===== config.mk =====
export PLATFORM = sky130hd
export DESIGN_NAME = lrg_top
export DESIGN_NICKNAME = d
export VERILOG_FILES = /design/src/core/lrg_edge_det.v /design/src/core/lrg_pw_timer.v /design/src/core/lrg_top.v
export VERILOG_INCLUDE_DIRS = /design/src /design/src/core
export SDC_FILE = /design/constraint.sdc
export NUM_CORES = 1
export LEC_CHECK = 0
export BUFFER_PORTS_ARGS = -buffer_cell sky130_fd_sc_hd__buf_2
export CORE_MARGIN = 3
export CORE_UTILIZATION = 50
export CTS_CLUSTER_DIAMETER = 60
export DETAILED_ROUTE_END_ITERATION = 8
export PLACE_DENSITY_LB_ADDON = 0.05
export SYNTH_ARGS = -nofsm -noshare
export SYNTH_HDL_FRONTEND = slang
export SYNTH_SLANG_ARGS = --single-unit

===== constraint.sdc =====
create_clock -name clk -period 2.2 [get_ports clk]
set_input_delay 0.33 -clock clk [delete_from_list [all_inputs] [get_ports clk]]
set_output_delay 0.33 -clock clk [all_outputs]
set_load 0.005 [all_outputs]

===== src/core/lrg_defs.vh =====
`ifndef LRG_DEFS_VH
`define LRG_DEFS_VH

// ----------------------------------------------------------------
// Register map
// ----------------------------------------------------------------
`define LRG_ADDR_W 8
`define LRG_DATA_W 32
`define LRG_CTRL_OFF 8'h00
`define LRG_STAT_OFF 8'h04
`define LRG_MASK_OFF 8'h08
`define LRG_TMR_OFF 8'h0C
`define LRG_CMP_OFF 8'h10

// ----------------------------------------------------------------
// Control field positions
// ----------------------------------------------------------------
`define LRG_TEST_BIT 9
`define LRG_GATE_BIT 8
`define LRG_MODE_BIT 6

// ----------------------------------------------------------------
// Status and mask field positions
// ----------------------------------------------------------------
`define LRG_ST_BRK_EDGE 0
`define LRG_ST_OVF 1
`define LRG_ST_SYNC 2
`define LRG_ST_CMP 3
`define LRG_ST_BRK 4
`define LRG_ST_W 5

// ----------------------------------------------------------------
// Reset values
// ----------------------------------------------------------------
`define LRG_CTRL_RST 1'b0
`define LRG_MASK_RST 5'h00
`define LRG_CMP_RST 16'hFFFF
`define LRG_BUS_IDLE 1'b1

// ----------------------------------------------------------------
// Timing
// ----------------------------------------------------------------
`define LRG_TMR_W 16
`define LRG_CLK_MHZ 40
`define LRG_BRK_MIN_NS 5000
`define LRG_BRK_MIN_CYC ((`LRG_BRK_MIN_NS * `LRG_CLK_MHZ + 999) / 1000)
`define LRG_BRK_CNT_W 16
`define LRG_SYNC_RISES 5

`endif


===== src/core/lrg_edge_det.v =====
`timescale 1ns/100ps
module lrg_edge_det
(
    // Clock and reset
    input wire clk,
    input wire srst,
    // Bus level
    input wire d,
    output wire lvl,
    output wire rise,
    output wire fall
);

// ----------------------------------------------------------------
// Two stage history, idles high like the released bus
// ----------------------------------------------------------------
reg d1_q;
reg d2_q;

always @(posedge clk)
begin
    if (srst)
    begin
        d1_q <= 1'b1;
        d2_q <= 1'b1;
    end
    else
    begin
        d1_q <= d;
        d2_q <= d1_q;
    end
end

assign lvl = d1_q;
assign rise = d1_q & ~d2_q;
assign fall = ~d1_q & d2_q;

endmodule


===== src/core/lrg_pw_timer.v =====
`timescale 1ns/100ps
module lrg_pw_timer
#(
    parameter W = 16
)
(
    // Clock and reset
    input wire clk,
    input wire srst,
    // Edge controls
    input wire start,
    input wire stop,
    // Compare value
    input wire [W-1:0] cmp,
    // Results
    output reg [W-1:0] cnt_q,
    output reg run_q,
    output reg match_q,
    output reg ovf_q
);

wire [W-1:0] all_ones;

assign all_ones = {W{1'b1}};

// ----------------------------------------------------------------
// Width counter
// ----------------------------------------------------------------
always @(posedge clk)
begin
    if (srst)
    begin
        cnt_q <= {W{1'b0}};
        run_q <= 1'b0;
        match_q <= 1'b0;
        ovf_q <= 1'b0;
    end
    else
    begin
        match_q <= run_q & ~stop & ~start & (cnt_q == cmp);
        ovf_q <= run_q & ~stop & ~start & (cnt_q == all_ones);
        if (start)
        begin
            cnt_q <= {W{1'b0}};
            run_q <= 1'b1;
        end
        else if (stop)
        begin
            // Count is held so software can read back the width
            run_q <= 1'b0;
        end
        else if (run_q)
        begin
            cnt_q <= cnt_q + {{(W-1){1'b0}}, 1'b1};
        end
    end
end

endmodule


===== src/core/lrg_top.v =====
// Added by the designer: the strobed register port and the address map.
`timescale 1ns/100ps
`include "lrg_defs.vh"
module lrg_top
#(
    parameter TMR_W = `LRG_TMR_W,
    parameter BRK_MIN_CYC = `LRG_BRK_MIN_CYC,
    parameter SYNC_RISES = `LRG_SYNC_RISES
)
(
    // Clock and reset
    input wire clk,
    input wire srst,
    // Register port
    input wire [`LRG_ADDR_W-1:0] reg_addr,
    input wire [`LRG_DATA_W-1:0] reg_wdata,
    input wire reg_wr,
    input wire reg_rd,
    output reg [`LRG_DATA_W-1:0] reg_rdata_q,
    // Interrupt
    output reg irq_q,
    // Transceiver side
    input wire lin_rx_i,
    output reg lin_tx_q,
    // UART side
    input wire uart_tx_i,
    output reg uart_rx_q,
    // Test pins
    input wire tp_tx_i,
    output reg tp_rx_q,
    // Frame state
    output reg frame_sync_q
);

// ----------------------------------------------------------------
// Local constants
// ----------------------------------------------------------------
localparam [1:0] ST_IDLE = 2'b00;
localparam [1:0] ST_BREAK = 2'b01;
localparam [1:0] ST_SYNC = 2'b10;
localparam [1:0] ST_DONE = 2'b11;
localparam integer BRK_LIM_I = BRK_MIN_CYC;
localparam integer SYNC_LAST_I = SYNC_RISES - 1;
localparam [`LRG_BRK_CNT_W-1:0] BRK_LIM = BRK_LIM_I[`LRG_BRK_CNT_W-1:0];
localparam [2:0] SYNC_LAST = SYNC_LAST_I[2:0];

// ----------------------------------------------------------------
// Declarations
// ----------------------------------------------------------------
reg test_q;
reg gate_q;
reg mode_q;
reg [`LRG_ST_W-1:0] stat_q;
reg [`LRG_ST_W-1:0] stat_d;
reg [`LRG_ST_W-1:0] mask_q;
reg [TMR_W-1:0] cmp_q;
reg [1:0] state_q;
reg [1:0] state_d;
reg [`LRG_BRK_CNT_W-1:0] low_cnt_q;
reg [2:0] rise_cnt_q;
reg [2:0] rise_cnt_d;
reg sync_done_d;
reg [`LRG_DATA_W-1:0] rdata_d;
reg brk_ev;
reg sync_ev;
wire bus_lvl;
wire bus_rise;
wire bus_fall;
wire [TMR_W-1:0] tmr_cnt;
wire tmr_match;
wire tmr_ovf;
wire wr_ctrl;
wire wr_mask;
wire wr_cmp;
wire rd_stat;
wire brk_edge_ev;
wire long_low;
wire [`LRG_ST_W-1:0] stat_set;

// ----------------------------------------------------------------
// Bus edge detection
// ----------------------------------------------------------------
lrg_edge_det u_edge
(
    .clk (clk),
    .srst (srst),
    .d (lin_rx_i),
    .lvl (bus_lvl),
    .rise (bus_rise),
    .fall (bus_fall)
);

// ----------------------------------------------------------------
// Pulse width timer
// ----------------------------------------------------------------
// Runs in both modes: low phase measurement in read and write alike
lrg_pw_timer
#(
    .W (TMR_W)
)
u_tmr
(
    .clk (clk),
    .srst (srst),
    .start (bus_fall),
    .stop (bus_rise),
    .cmp (cmp_q),
    .cnt_q (tmr_cnt),
    .run_q (),
    .match_q (tmr_match),
    .ovf_q (tmr_ovf)
);

// ----------------------------------------------------------------
// Register decode
// ----------------------------------------------------------------
assign wr_ctrl = reg_wr & (reg_addr == `LRG_CTRL_OFF);
assign wr_mask = reg_wr & (reg_addr == `LRG_MASK_OFF);
assign wr_cmp = reg_wr & (reg_addr == `LRG_TMR_OFF);
assign rd_stat = reg_rd & (reg_addr == `LRG_STAT_OFF);

always @(posedge clk)
begin
    if (srst)
    begin
        test_q <= `LRG_CTRL_RST;
        gate_q <= `LRG_CTRL_RST;
        mode_q <= `LRG_CTRL_RST;
        mask_q <= `LRG_MASK_RST;
        cmp_q <= `LRG_CMP_RST;
    end
    else
    begin
        if (wr_ctrl)
        begin
            test_q <= reg_wdata[`LRG_TEST_BIT];
            gate_q <= reg_wdata[`LRG_GATE_BIT];
            mode_q <= reg_wdata[`LRG_MODE_BIT];
        end
        if (wr_mask)
        begin
            mask_q <= reg_wdata[`LRG_ST_W-1:0];
        end
        if (wr_cmp)
        begin
            cmp_q <= reg_wdata[TMR_W-1:0];
        end
    end
end

// ----------------------------------------------------------------
// Break and sync measurement
// ----------------------------------------------------------------
// A low run of at least the break length starts a frame; the sync
// byte ends on its last rising edge, with the stop bit high after it
assign long_low = (low_cnt_q == BRK_LIM);

always @(posedge clk)
begin
    if (srst)
    begin
        low_cnt_q <= {`LRG_BRK_CNT_W{1'b0}};
    end
    else if (bus_lvl | mode_q)
    begin
        low_cnt_q <= {`LRG_BRK_CNT_W{1'b0}};
    end
    else if (!long_low)
    begin
        low_cnt_q <= low_cnt_q + {{(`LRG_BRK_CNT_W-1){1'b0}}, 1'b1};
    end
end

always @*
begin
    state_d = state_q;
    rise_cnt_d = rise_cnt_q;
    sync_done_d = frame_sync_q;
    brk_ev = 1'b0;
    sync_ev = 1'b0;
    if (mode_q)
    begin
        state_d = ST_IDLE;
        rise_cnt_d = 3'h0;
        sync_done_d = 1'b0;
    end
    else
    begin
        case (state_q)
            ST_IDLE, ST_DONE:
            begin
                if (long_low)
                begin
                    state_d = ST_BREAK;
                    sync_done_d = 1'b0;
                    brk_ev = 1'b1;
                end
            end
            ST_BREAK:
            begin
                rise_cnt_d = 3'h0;
                if (bus_rise)
                begin
                    state_d = ST_SYNC;
                end
            end
            ST_SYNC:
            begin
                if (long_low)
                begin
                    // Another break restarts the frame
                    state_d = ST_BREAK;
                    brk_ev = 1'b1;
                end
                else if (bus_rise)
                begin
                    rise_cnt_d = rise_cnt_q + 3'h1;
                    if (rise_cnt_q == SYNC_LAST)
                    begin
                        state_d = ST_DONE;
                        sync_done_d = 1'b1;
                        sync_ev = 1'b1;
                    end
                end
            end
            default:
            begin
                state_d = ST_IDLE;
            end
        endcase
    end
end

always @(posedge clk)
begin
    if (srst)
    begin
        state_q <= ST_IDLE;
        rise_cnt_q <= 3'h0;
        frame_sync_q <= 1'b0;
    end
    else
    begin
        state_q <= state_d;
        rise_cnt_q <= rise_cnt_d;
        frame_sync_q <= sync_done_d;
    end
end

// ----------------------------------------------------------------
// Status, mask and interrupt
// ----------------------------------------------------------------
// Gate clear in serial bus mode keeps bus release from raising edge events
assign brk_edge_ev = mode_q & gate_q & bus_rise;

assign stat_set[`LRG_ST_BRK_EDGE] = brk_edge_ev;
assign stat_set[`LRG_ST_OVF] = tmr_ovf;
assign stat_set[`LRG_ST_SYNC] = sync_ev;
assign stat_set[`LRG_ST_CMP] = tmr_match;
assign stat_set[`LRG_ST_BRK] = brk_ev;

always @*
begin
    stat_d = stat_q;
    if (rd_stat)
    begin
        stat_d = {`LRG_ST_W{1'b0}};
    end
    // Set wins over the read clear so no event is lost
    stat_d = stat_d | stat_set;
end

always @(posedge clk)
begin
    if (srst)
    begin
        stat_q <= {`LRG_ST_W{1'b0}};
        irq_q <= 1'b0;
    end
    else
    begin
        stat_q <= stat_d;
        irq_q <= |(stat_d & mask_q);
    end
end

// ----------------------------------------------------------------
// Read data
// ----------------------------------------------------------------
always @*
begin
    rdata_d = {`LRG_DATA_W{1'b0}};
    case (reg_addr)
        `LRG_CTRL_OFF:
        begin
            rdata_d[`LRG_TEST_BIT] = test_q;
            rdata_d[`LRG_GATE_BIT] = gate_q;
            rdata_d[`LRG_MODE_BIT] = mode_q;
        end
        `LRG_STAT_OFF:
        begin
            rdata_d[`LRG_ST_W-1:0] = stat_q;
        end
        `LRG_MASK_OFF:
        begin
            rdata_d[`LRG_ST_W-1:0] = mask_q;
        end
        `LRG_TMR_OFF:
        begin
            rdata_d[TMR_W-1:0] = tmr_cnt;
        end
        `LRG_CMP_OFF:
        begin
            rdata_d[TMR_W-1:0] = cmp_q;
        end
        default:
        begin
            rdata_d = {`LRG_DATA_W{1'b0}};
        end
    endcase
end

always @(posedge clk)
begin
    if (srst)
    begin
        reg_rdata_q <= {`LRG_DATA_W{1'b0}};
    end
    else if (reg_rd)
    begin
        reg_rdata_q <= rdata_d;
    end
    else
    begin
        reg_rdata_q <= {`LRG_DATA_W{1'b0}};
    end
end

// ----------------------------------------------------------------
// Pin routing
// ----------------------------------------------------------------
// Paths are registered, so each adds one cycle of delay; the
// test pin functions must already be selected in port config
always @(posedge clk)
begin
    if (srst)
    begin
        lin_tx_q <= `LRG_BUS_IDLE;
        uart_rx_q <= `LRG_BUS_IDLE;
        tp_rx_q <= `LRG_BUS_IDLE;
    end
    else if (test_q)
    begin
        lin_tx_q <= tp_tx_i;
        tp_rx_q <= lin_rx_i;
        uart_rx_q <= `LRG_BUS_IDLE;
    end
    else
    begin
        lin_tx_q <= uart_tx_i;
        tp_rx_q <= `LRG_BUS_IDLE;
        if (!mode_q && gate_q && !sync_done_d)
        begin
            uart_rx_q <= `LRG_BUS_IDLE;
        end
        else
        begin
            uart_rx_q <= lin_rx_i;
        end
    end
end

endmodule


Word-level counts from Yosys, hierarchy flattened --
Index checks and enable logic that the tools add are counted.
Cells by class: muxes and demuxes 33, bitwise gates (word level) 21, reduce and logical (&&, ||, !) cells 20, add/subtract/negate cells 3, equality and inequality tests 17
Operators by type and width (number):
- adder 16 x 1 -> 16 bit, second input constant | 2
- one-hot mux 5 bit (4 select lines) | 1
- == test 16 bit | 1
- == test 16 bit, second input constant | 1
- == test 16 x 8 -> 1 bit, second input constant | 1
- == test 8 x 4 -> 1 bit, second input constant | 2
- 2-to-1 mux 1 bit | 16
- AND 1 bit | 12
- one-hot mux 2 bit (3 select lines) | 2
- one-hot mux 6 bit (2 select lines) | 1
- OR reduction 2 bit | 6
- 2-to-1 mux 2 bit | 5
- == test 8 x 3 -> 1 bit, second input constant | 1
- == test 8 x 5 -> 1 bit, second input constant | 1
- zero test 8 bit | 1
- inequality test 2 bit, second input constant | 4
- 2-to-1 mux 3 bit | 2
- inequality test 3 bit, second input constant | 2
- NOT 1 bit | 6
- one-hot mux 1 bit (2 select lines) | 3
- one-hot mux 3 bit (2 select lines) | 1
- OR reduction 3 bit | 2
- AND 5 bit | 1
- 2-to-1 mux 5 bit | 1
- other kinds (15) | 19
Word-level totals: output and inout bits 37, word-level logic and storage cells 116, register bits 108

Longest topological paths before layout --
depth after elaboration 9, mapped depth 7, mapped depth without buffers 6

By module --
A second synthesis with hierarchy kept.
Unflattened totals: cells, all modules 499, area total of the unflattened synthesis 4279.1 µm²
Modules (own cells, without submodules):
- lrg_top | instances 1, area each 3165.5 µm², sequential area each 1421.4 µm², cells an instance 378
- lrg_pw_timer | instances 1, area each 1047.3 µm², sequential area each 380.4 µm², cells an instance 115
- lrg_edge_det | instances 1, area each 66.3 µm², sequential area each 40.0 µm², cells an instance 6

Worst setup path before layout --
OpenSTA, ideal clock, no wires.
kind flip-flop to flip-flop, start point reg low_cnt_q[0], end point reg state_q[1], stages on the path, launching flop included 7, period minus slack after synthesis 2.226 ns, arrival time 2.108 ns, slack -0.026 ns, cells stage by stage dfxtp_1 > inv_1 > ha_1 > or3b_2 > nor4_2 > o22ai_1 > a32o_1
Between the ends: cells in the longest elaborated chain, start to end 3, elaborated cells on any way between the ends 7
Ends and longest elaborated chain:
- start, declared | line lrg_top.v:59 | reg [`LRG_BRK_CNT_W-1:0] low_cnt_q;
- start signal, assigned | line lrg_top.v:162 | low_cnt_q <= {`LRG_BRK_CNT_W{1'b0}};
- start signal, assigned | line lrg_top.v:166 | low_cnt_q <= {`LRG_BRK_CNT_W{1'b0}};
- start signal, assigned | line lrg_top.v:170 | low_cnt_q <= low_cnt_q + {{(`LRG_BRK_CNT_W-1){1'b0}}, 1'b1};
- == test 16 x 8 -> 1 bit * | line lrg_top.v:156 | assign long_low = (low_cnt_q == BRK_LIM);
- inequality test 3 bit (no source line), or another cell as far along
- AND reduction 4 bit (no source line) / one-hot mux 2 bit (3 select lines) (equally long branches)
- end signal, assigned | line lrg_top.v:244 | state_q <= state_d;
- end, declared | line lrg_top.v:57 | reg [1:0] state_q;
Mark *: on every way between the ends. The rest lies on a longest branch, timed or not. A chain may end at the register's enable or synchronous reset.

Worst setup path in the final report --
start point reg low_cnt_q[0], end point reg uart_rx_q
Between the ends: cells in the longest elaborated chain, start to end 7, elaborated cells on any way between the ends 8
Ends and longest elaborated chain:
- == test 16 x 8 -> 1 bit * | line lrg_top.v:156
- 2-to-1 mux 1 bit (on tied branches) | line lrg_top.v:209, lrg_top.v:192
- one-hot mux 1 bit (2 select lines) * | line lrg_top.v:189 | case (state_q)
- 2-to-1 mux 1 bit * | line lrg_top.v:181 | if (mode_q)
- zero test 1 bit * | line lrg_top.v:362 | if (!mode_q && gate_q && !sync_done_d)
- logical AND 1 bit * | line lrg_top.v:362
- OR reduction 3 bit (no source line) *
- end signal, assigned | line lrg_top.v:356 | uart_rx_q <= `LRG_BUS_IDLE;
- end signal, assigned | line lrg_top.v:364 | uart_rx_q <= `LRG_BUS_IDLE;
- end signal, assigned | line lrg_top.v:368 | uart_rx_q <= lin_rx_i;
- end, declared | line lrg_top.v:27 | output reg uart_rx_q,
Marked as above.

==> run summary <==
===============================================================================================
Result of the run ................................................................ finished, final reports clean
Category of the worst setup path launch point ....................................    flip-flop
Initial standard-cell utilization of the core ....................................       0.5203
Setup repair after global routing missed its margin ..............................           no
Area taken by flip-flops and latches .............................................     1842 um2
Post-Route Skew ..................................................................     13.20 ps
Ratio of total power to cell area ................................................ 580.1 nW/um2
Number of I/O port buffers .......................................................           51
Seq/Total Area, Yosys ............................................................       0.4245
Final period demand of the worst path ............................................      2066 ps
R2R setup slack ..................................................................       130 ps
Die Y-Extent .....................................................................     99.16 um
Most frequently used flop master after synthesis .................................      dfxtp_1
Final clock period utilization by the worst path .................................       0.9391
Data arrival, critical path ......................................................      2370 ps
Number of H-tree branching levels ................................................            3
Number of flip-flops and latches in the synthesized netlist ......................           92
Routed vias/inst .................................................................        5.617
Total GRT Usage ..................................................................       0.2119
Worst Max-Slew Pin Slew ..........................................................     578.4 ps
Detailed-route wire length per cell ..............................................     15.29 um
Antenna violations before repair .................................................            0
Warning count from the yosys run .................................................            0
Via count of the first global-routing pass .......................................         3462
Later-pin clock latency in the skew report .......................................       350 ps
Area occupied by multi-input gates ...............................................     2280 um2
Cells taking the most area after synthesis ....................................... dfxtp_1 (42%), xnor2_1 (4.4%), a21oi_1 (3.8%), nor2_1 (3.8%), a211o_1 (3.4%)
Accumulated negative setup slack .................................................         0 ps
# Max-Cap Violations .............................................................            0
Vias after detailed routing ......................................................         3724
Worst-path fanout max ............................................................            6
Post-synth design cell area ......................................................     4339 um2
Total of hold buffers inserted after clock tree synthesis ........................            0
First-pass GRT wire length .......................................................     16860 um
Number of sinks on the clock net .................................................           92
DP HPWL ..........................................................................      7424 um
Unique masters post-synth ........................................................           54
Drt first-iter violations ........................................................          234
Area of all placed cells without fillers .........................................     4928 um2
Class of the tightest hold or removal check ......................................       in2reg
Hold violation total from the final report .......................................            0
PnR worst setup slack ............................................................     133.9 ps
Power Total ......................................................................   0.002859 W
Io pins ..........................................................................           84
Die Area .........................................................................     9832 um2
Worst slack after detailed placement .............................................     48.87 ps
Leakage power total ..............................................................     1.883 nW
TritonCTS clock tree .............................................................        built
Number of synthesized flops with an enable pin ...................................            0
Total gr overflow ................................................................            0
Die Wd ...........................................................................     99.16 um
Fraction of layout cells with a size suffix above 1 ..............................       0.1935
Number of diodes .................................................................            0
Clock Path Buffers ...............................................................            2
Post-cts sizing count ............................................................            0
Clock input transition at the sequential cells of the worst setup and hold paths .        90 ps
Pin count of the biggest net entering global routing .............................           33
Layout Nets ......................................................................          610
# setup viols final ..............................................................            0
ANT nets after route .............................................................            0
Total cell area at the placement stage ...........................................     4748 um2
Worst Setup End Kind .............................................................    flip-flop
Reg2Reg Launch Point ............................................................. low_cnt_q[0]
Area overhead of the layout relative to synthesis ................................       13.58%
Endpoint required time on the critical path ......................................      2500 ps
Area of the core .................................................................     8341 um2
Max transition margin ............................................................       0.6134
Total setup buffers inserted after CTS ...........................................            0
Origin of the worst setup path ................................................... low_cnt_q[0]
GPL Wtd Cong .....................................................................       0.8165
Number of rows in the core area ..................................................           33
Fmax achieved ....................................................................    484.0 MHz
Maximum ir drop on the vdd rail ..................................................     423.1 uV
Clock buffers created by TritonCTS ...............................................            9
Average instance area after synthesis ............................................    8.766 um2
Smallest hold slack ..............................................................     170.2 ps
CP Class .........................................................................      reg2reg
Count of unresolved DRC violations after routing .................................            0
Number of standard cells after synthesis .........................................          495
CTS Root Cell ....................................................................     clkbuf_8
Fillers ..........................................................................          778
Wire length reported by the detailed router ......................................     10140 um
Termination of the worst setup path ..............................................    uart_rx_q
Share of Yosys cell area claimed by the top area cell type .......................       0.4245
Fraction of synthesis flops using an asynchronous set or reset pin ...............            0
Drt pass-1 iters .................................................................            8
Number of max-slew violations in the final report ................................            0
Depth of the worst register-to-register path .....................................            6
End of the worst register-to-register path .......................................    uart_rx_q
Biggest area consumer among synthesized cells ....................................      dfxtp_1
===============================================================================================
synth_stat cells (2+ instances only):
library cell and n:
dfxtp_1 92, nor2_1 44, nand2_1 37, a21oi_1 33, clkbuf_1 26, nand3_1 23, xnor2_1 22, and3_1 20
a211o_1 17, buf_4 16, nand4_1 16, a22oi_1 14, xor2_1 14, inv_1 13, ha_1 10, or3_1 10
o21ai_0 9, nor3_1 8, or4_1 7, a222oi_1 6, nor4_1 5, and4_1 3, mux2i_1 3, nand2b_1 3
or2_2 3, or3b_2 3, a211oi_1 2, a31oi_1 2, buf_2 2, nand3b_1 2, nand4b_1 2, nor2b_1 2
nor3b_1 2, nor4b_1 2, o211ai_1 2, o31ai_1 2
registers in the layout, summed over array words and instances, names as in the netlist:
register and flops:
cmp_q 16, frame_sync_q 1, gate_q 1, irq_q 1, lin_tx_q 1, low_cnt_q 16
mask_q 5, mode_q 1, reg_rdata_q 16, rise_cnt_q 3, stat_q 5, state_q 2
test_q 1, tp_rx_q 1, u_edge.d2_q 1, u_edge.lvl 1, u_tmr.cnt_q 16, u_tmr.match_q 1
u_tmr.ovf_q 1, u_tmr.run_q 1, uart_rx_q 1
cells in the final DEF, fill, tap and decap left out, types with 8 or more instances in the layout:
cell type	n
conb_1	16
and3_1	20
nor2_1	44
inv_1	13
dfxtp_1	92
clkbuf_8	10
a21oi_1	33
xnor2_1	22
xor2_1	14
nor3_1	8
ha_1	10
nand3_1	23
o21ai_0	9
or3_1	10
nand2_1	37
a211o_1	17
buf_2	51
nand4_1	16
buf_4	26
a22oi_1	14
cell families after synthesis:
kind of cell    Yosys count  share of synthesized area
xor+xnor                 36                    0.07266
simple gates            199                     0.2457
mux                       4                   0.009516
compound gates           95                     0.1534
buf+inv                  58                    0.06459
other cells               1                  0.0008642
fa+ha+maj                10                    0.02884
flops                    92                     0.4245
per-stage QoR:
step | instances | util
global route | 663 | 0.5909
floorplan | 510 | -
global placement | 647 | 0.5693
finish | 663 | 0.5909
CTS | 663 | 0.5905
detailed placement | 647 | 0.5693
where the power goes:
group / switching, W / total [W] / internal [W]
clock network: 0.000582 / 0.00103 / 0.000444
registers: 0.00000740 / 0.00168 / 0.00167
logic: 0.0000941 / 0.000153 / 0.0000585
total: 0.000683 / 0.00286 / 0.00218
per-layer routing:
layer,vias to the layer above,part of all wire,GRT usage
met5,-,0,0
met4,0,0.019,0.08613
met3,14,0.049,0.02454
met2,107,0.49,0.3538
met1,1731,0.44,0.2795
li1,1872,-,-
worst min path at each step:
stage,start,slack [ps],end,cells past startpoint
detailed placement,u_tmr.match_q,460,stat_q[3],2
global route,lin_rx_i,180,tp_rx_q,3
finish,lin_rx_i,170,tp_rx_q,3
global placement,u_tmr.match_q,450,stat_q[3],2
floorplan,test_q,410,tp_rx_q,1
CTS,lin_rx_i,160,tp_rx_q,3
critical path: stages, from the launching register on:
cell      delay, ps
dfxtp_1         320
inv_1            80
ha_1            140
or3b_4          370
or4_4           590
a2111o_1        430
nand3_1          80
cell type report:
type | instances | share of cell area
clock buffers | 11 | 0.02869
clock inverters | 5 | 0.007108
inverters | 13 | 0.009901
multi-input cells | 360 | 0.4626
flip-flops and latches | 92 | 0.3737
well taps | 105 | 0.02666
repair buffers | 77 | 0.09139
Note: power is estimated with default switching activity, not from simulation.
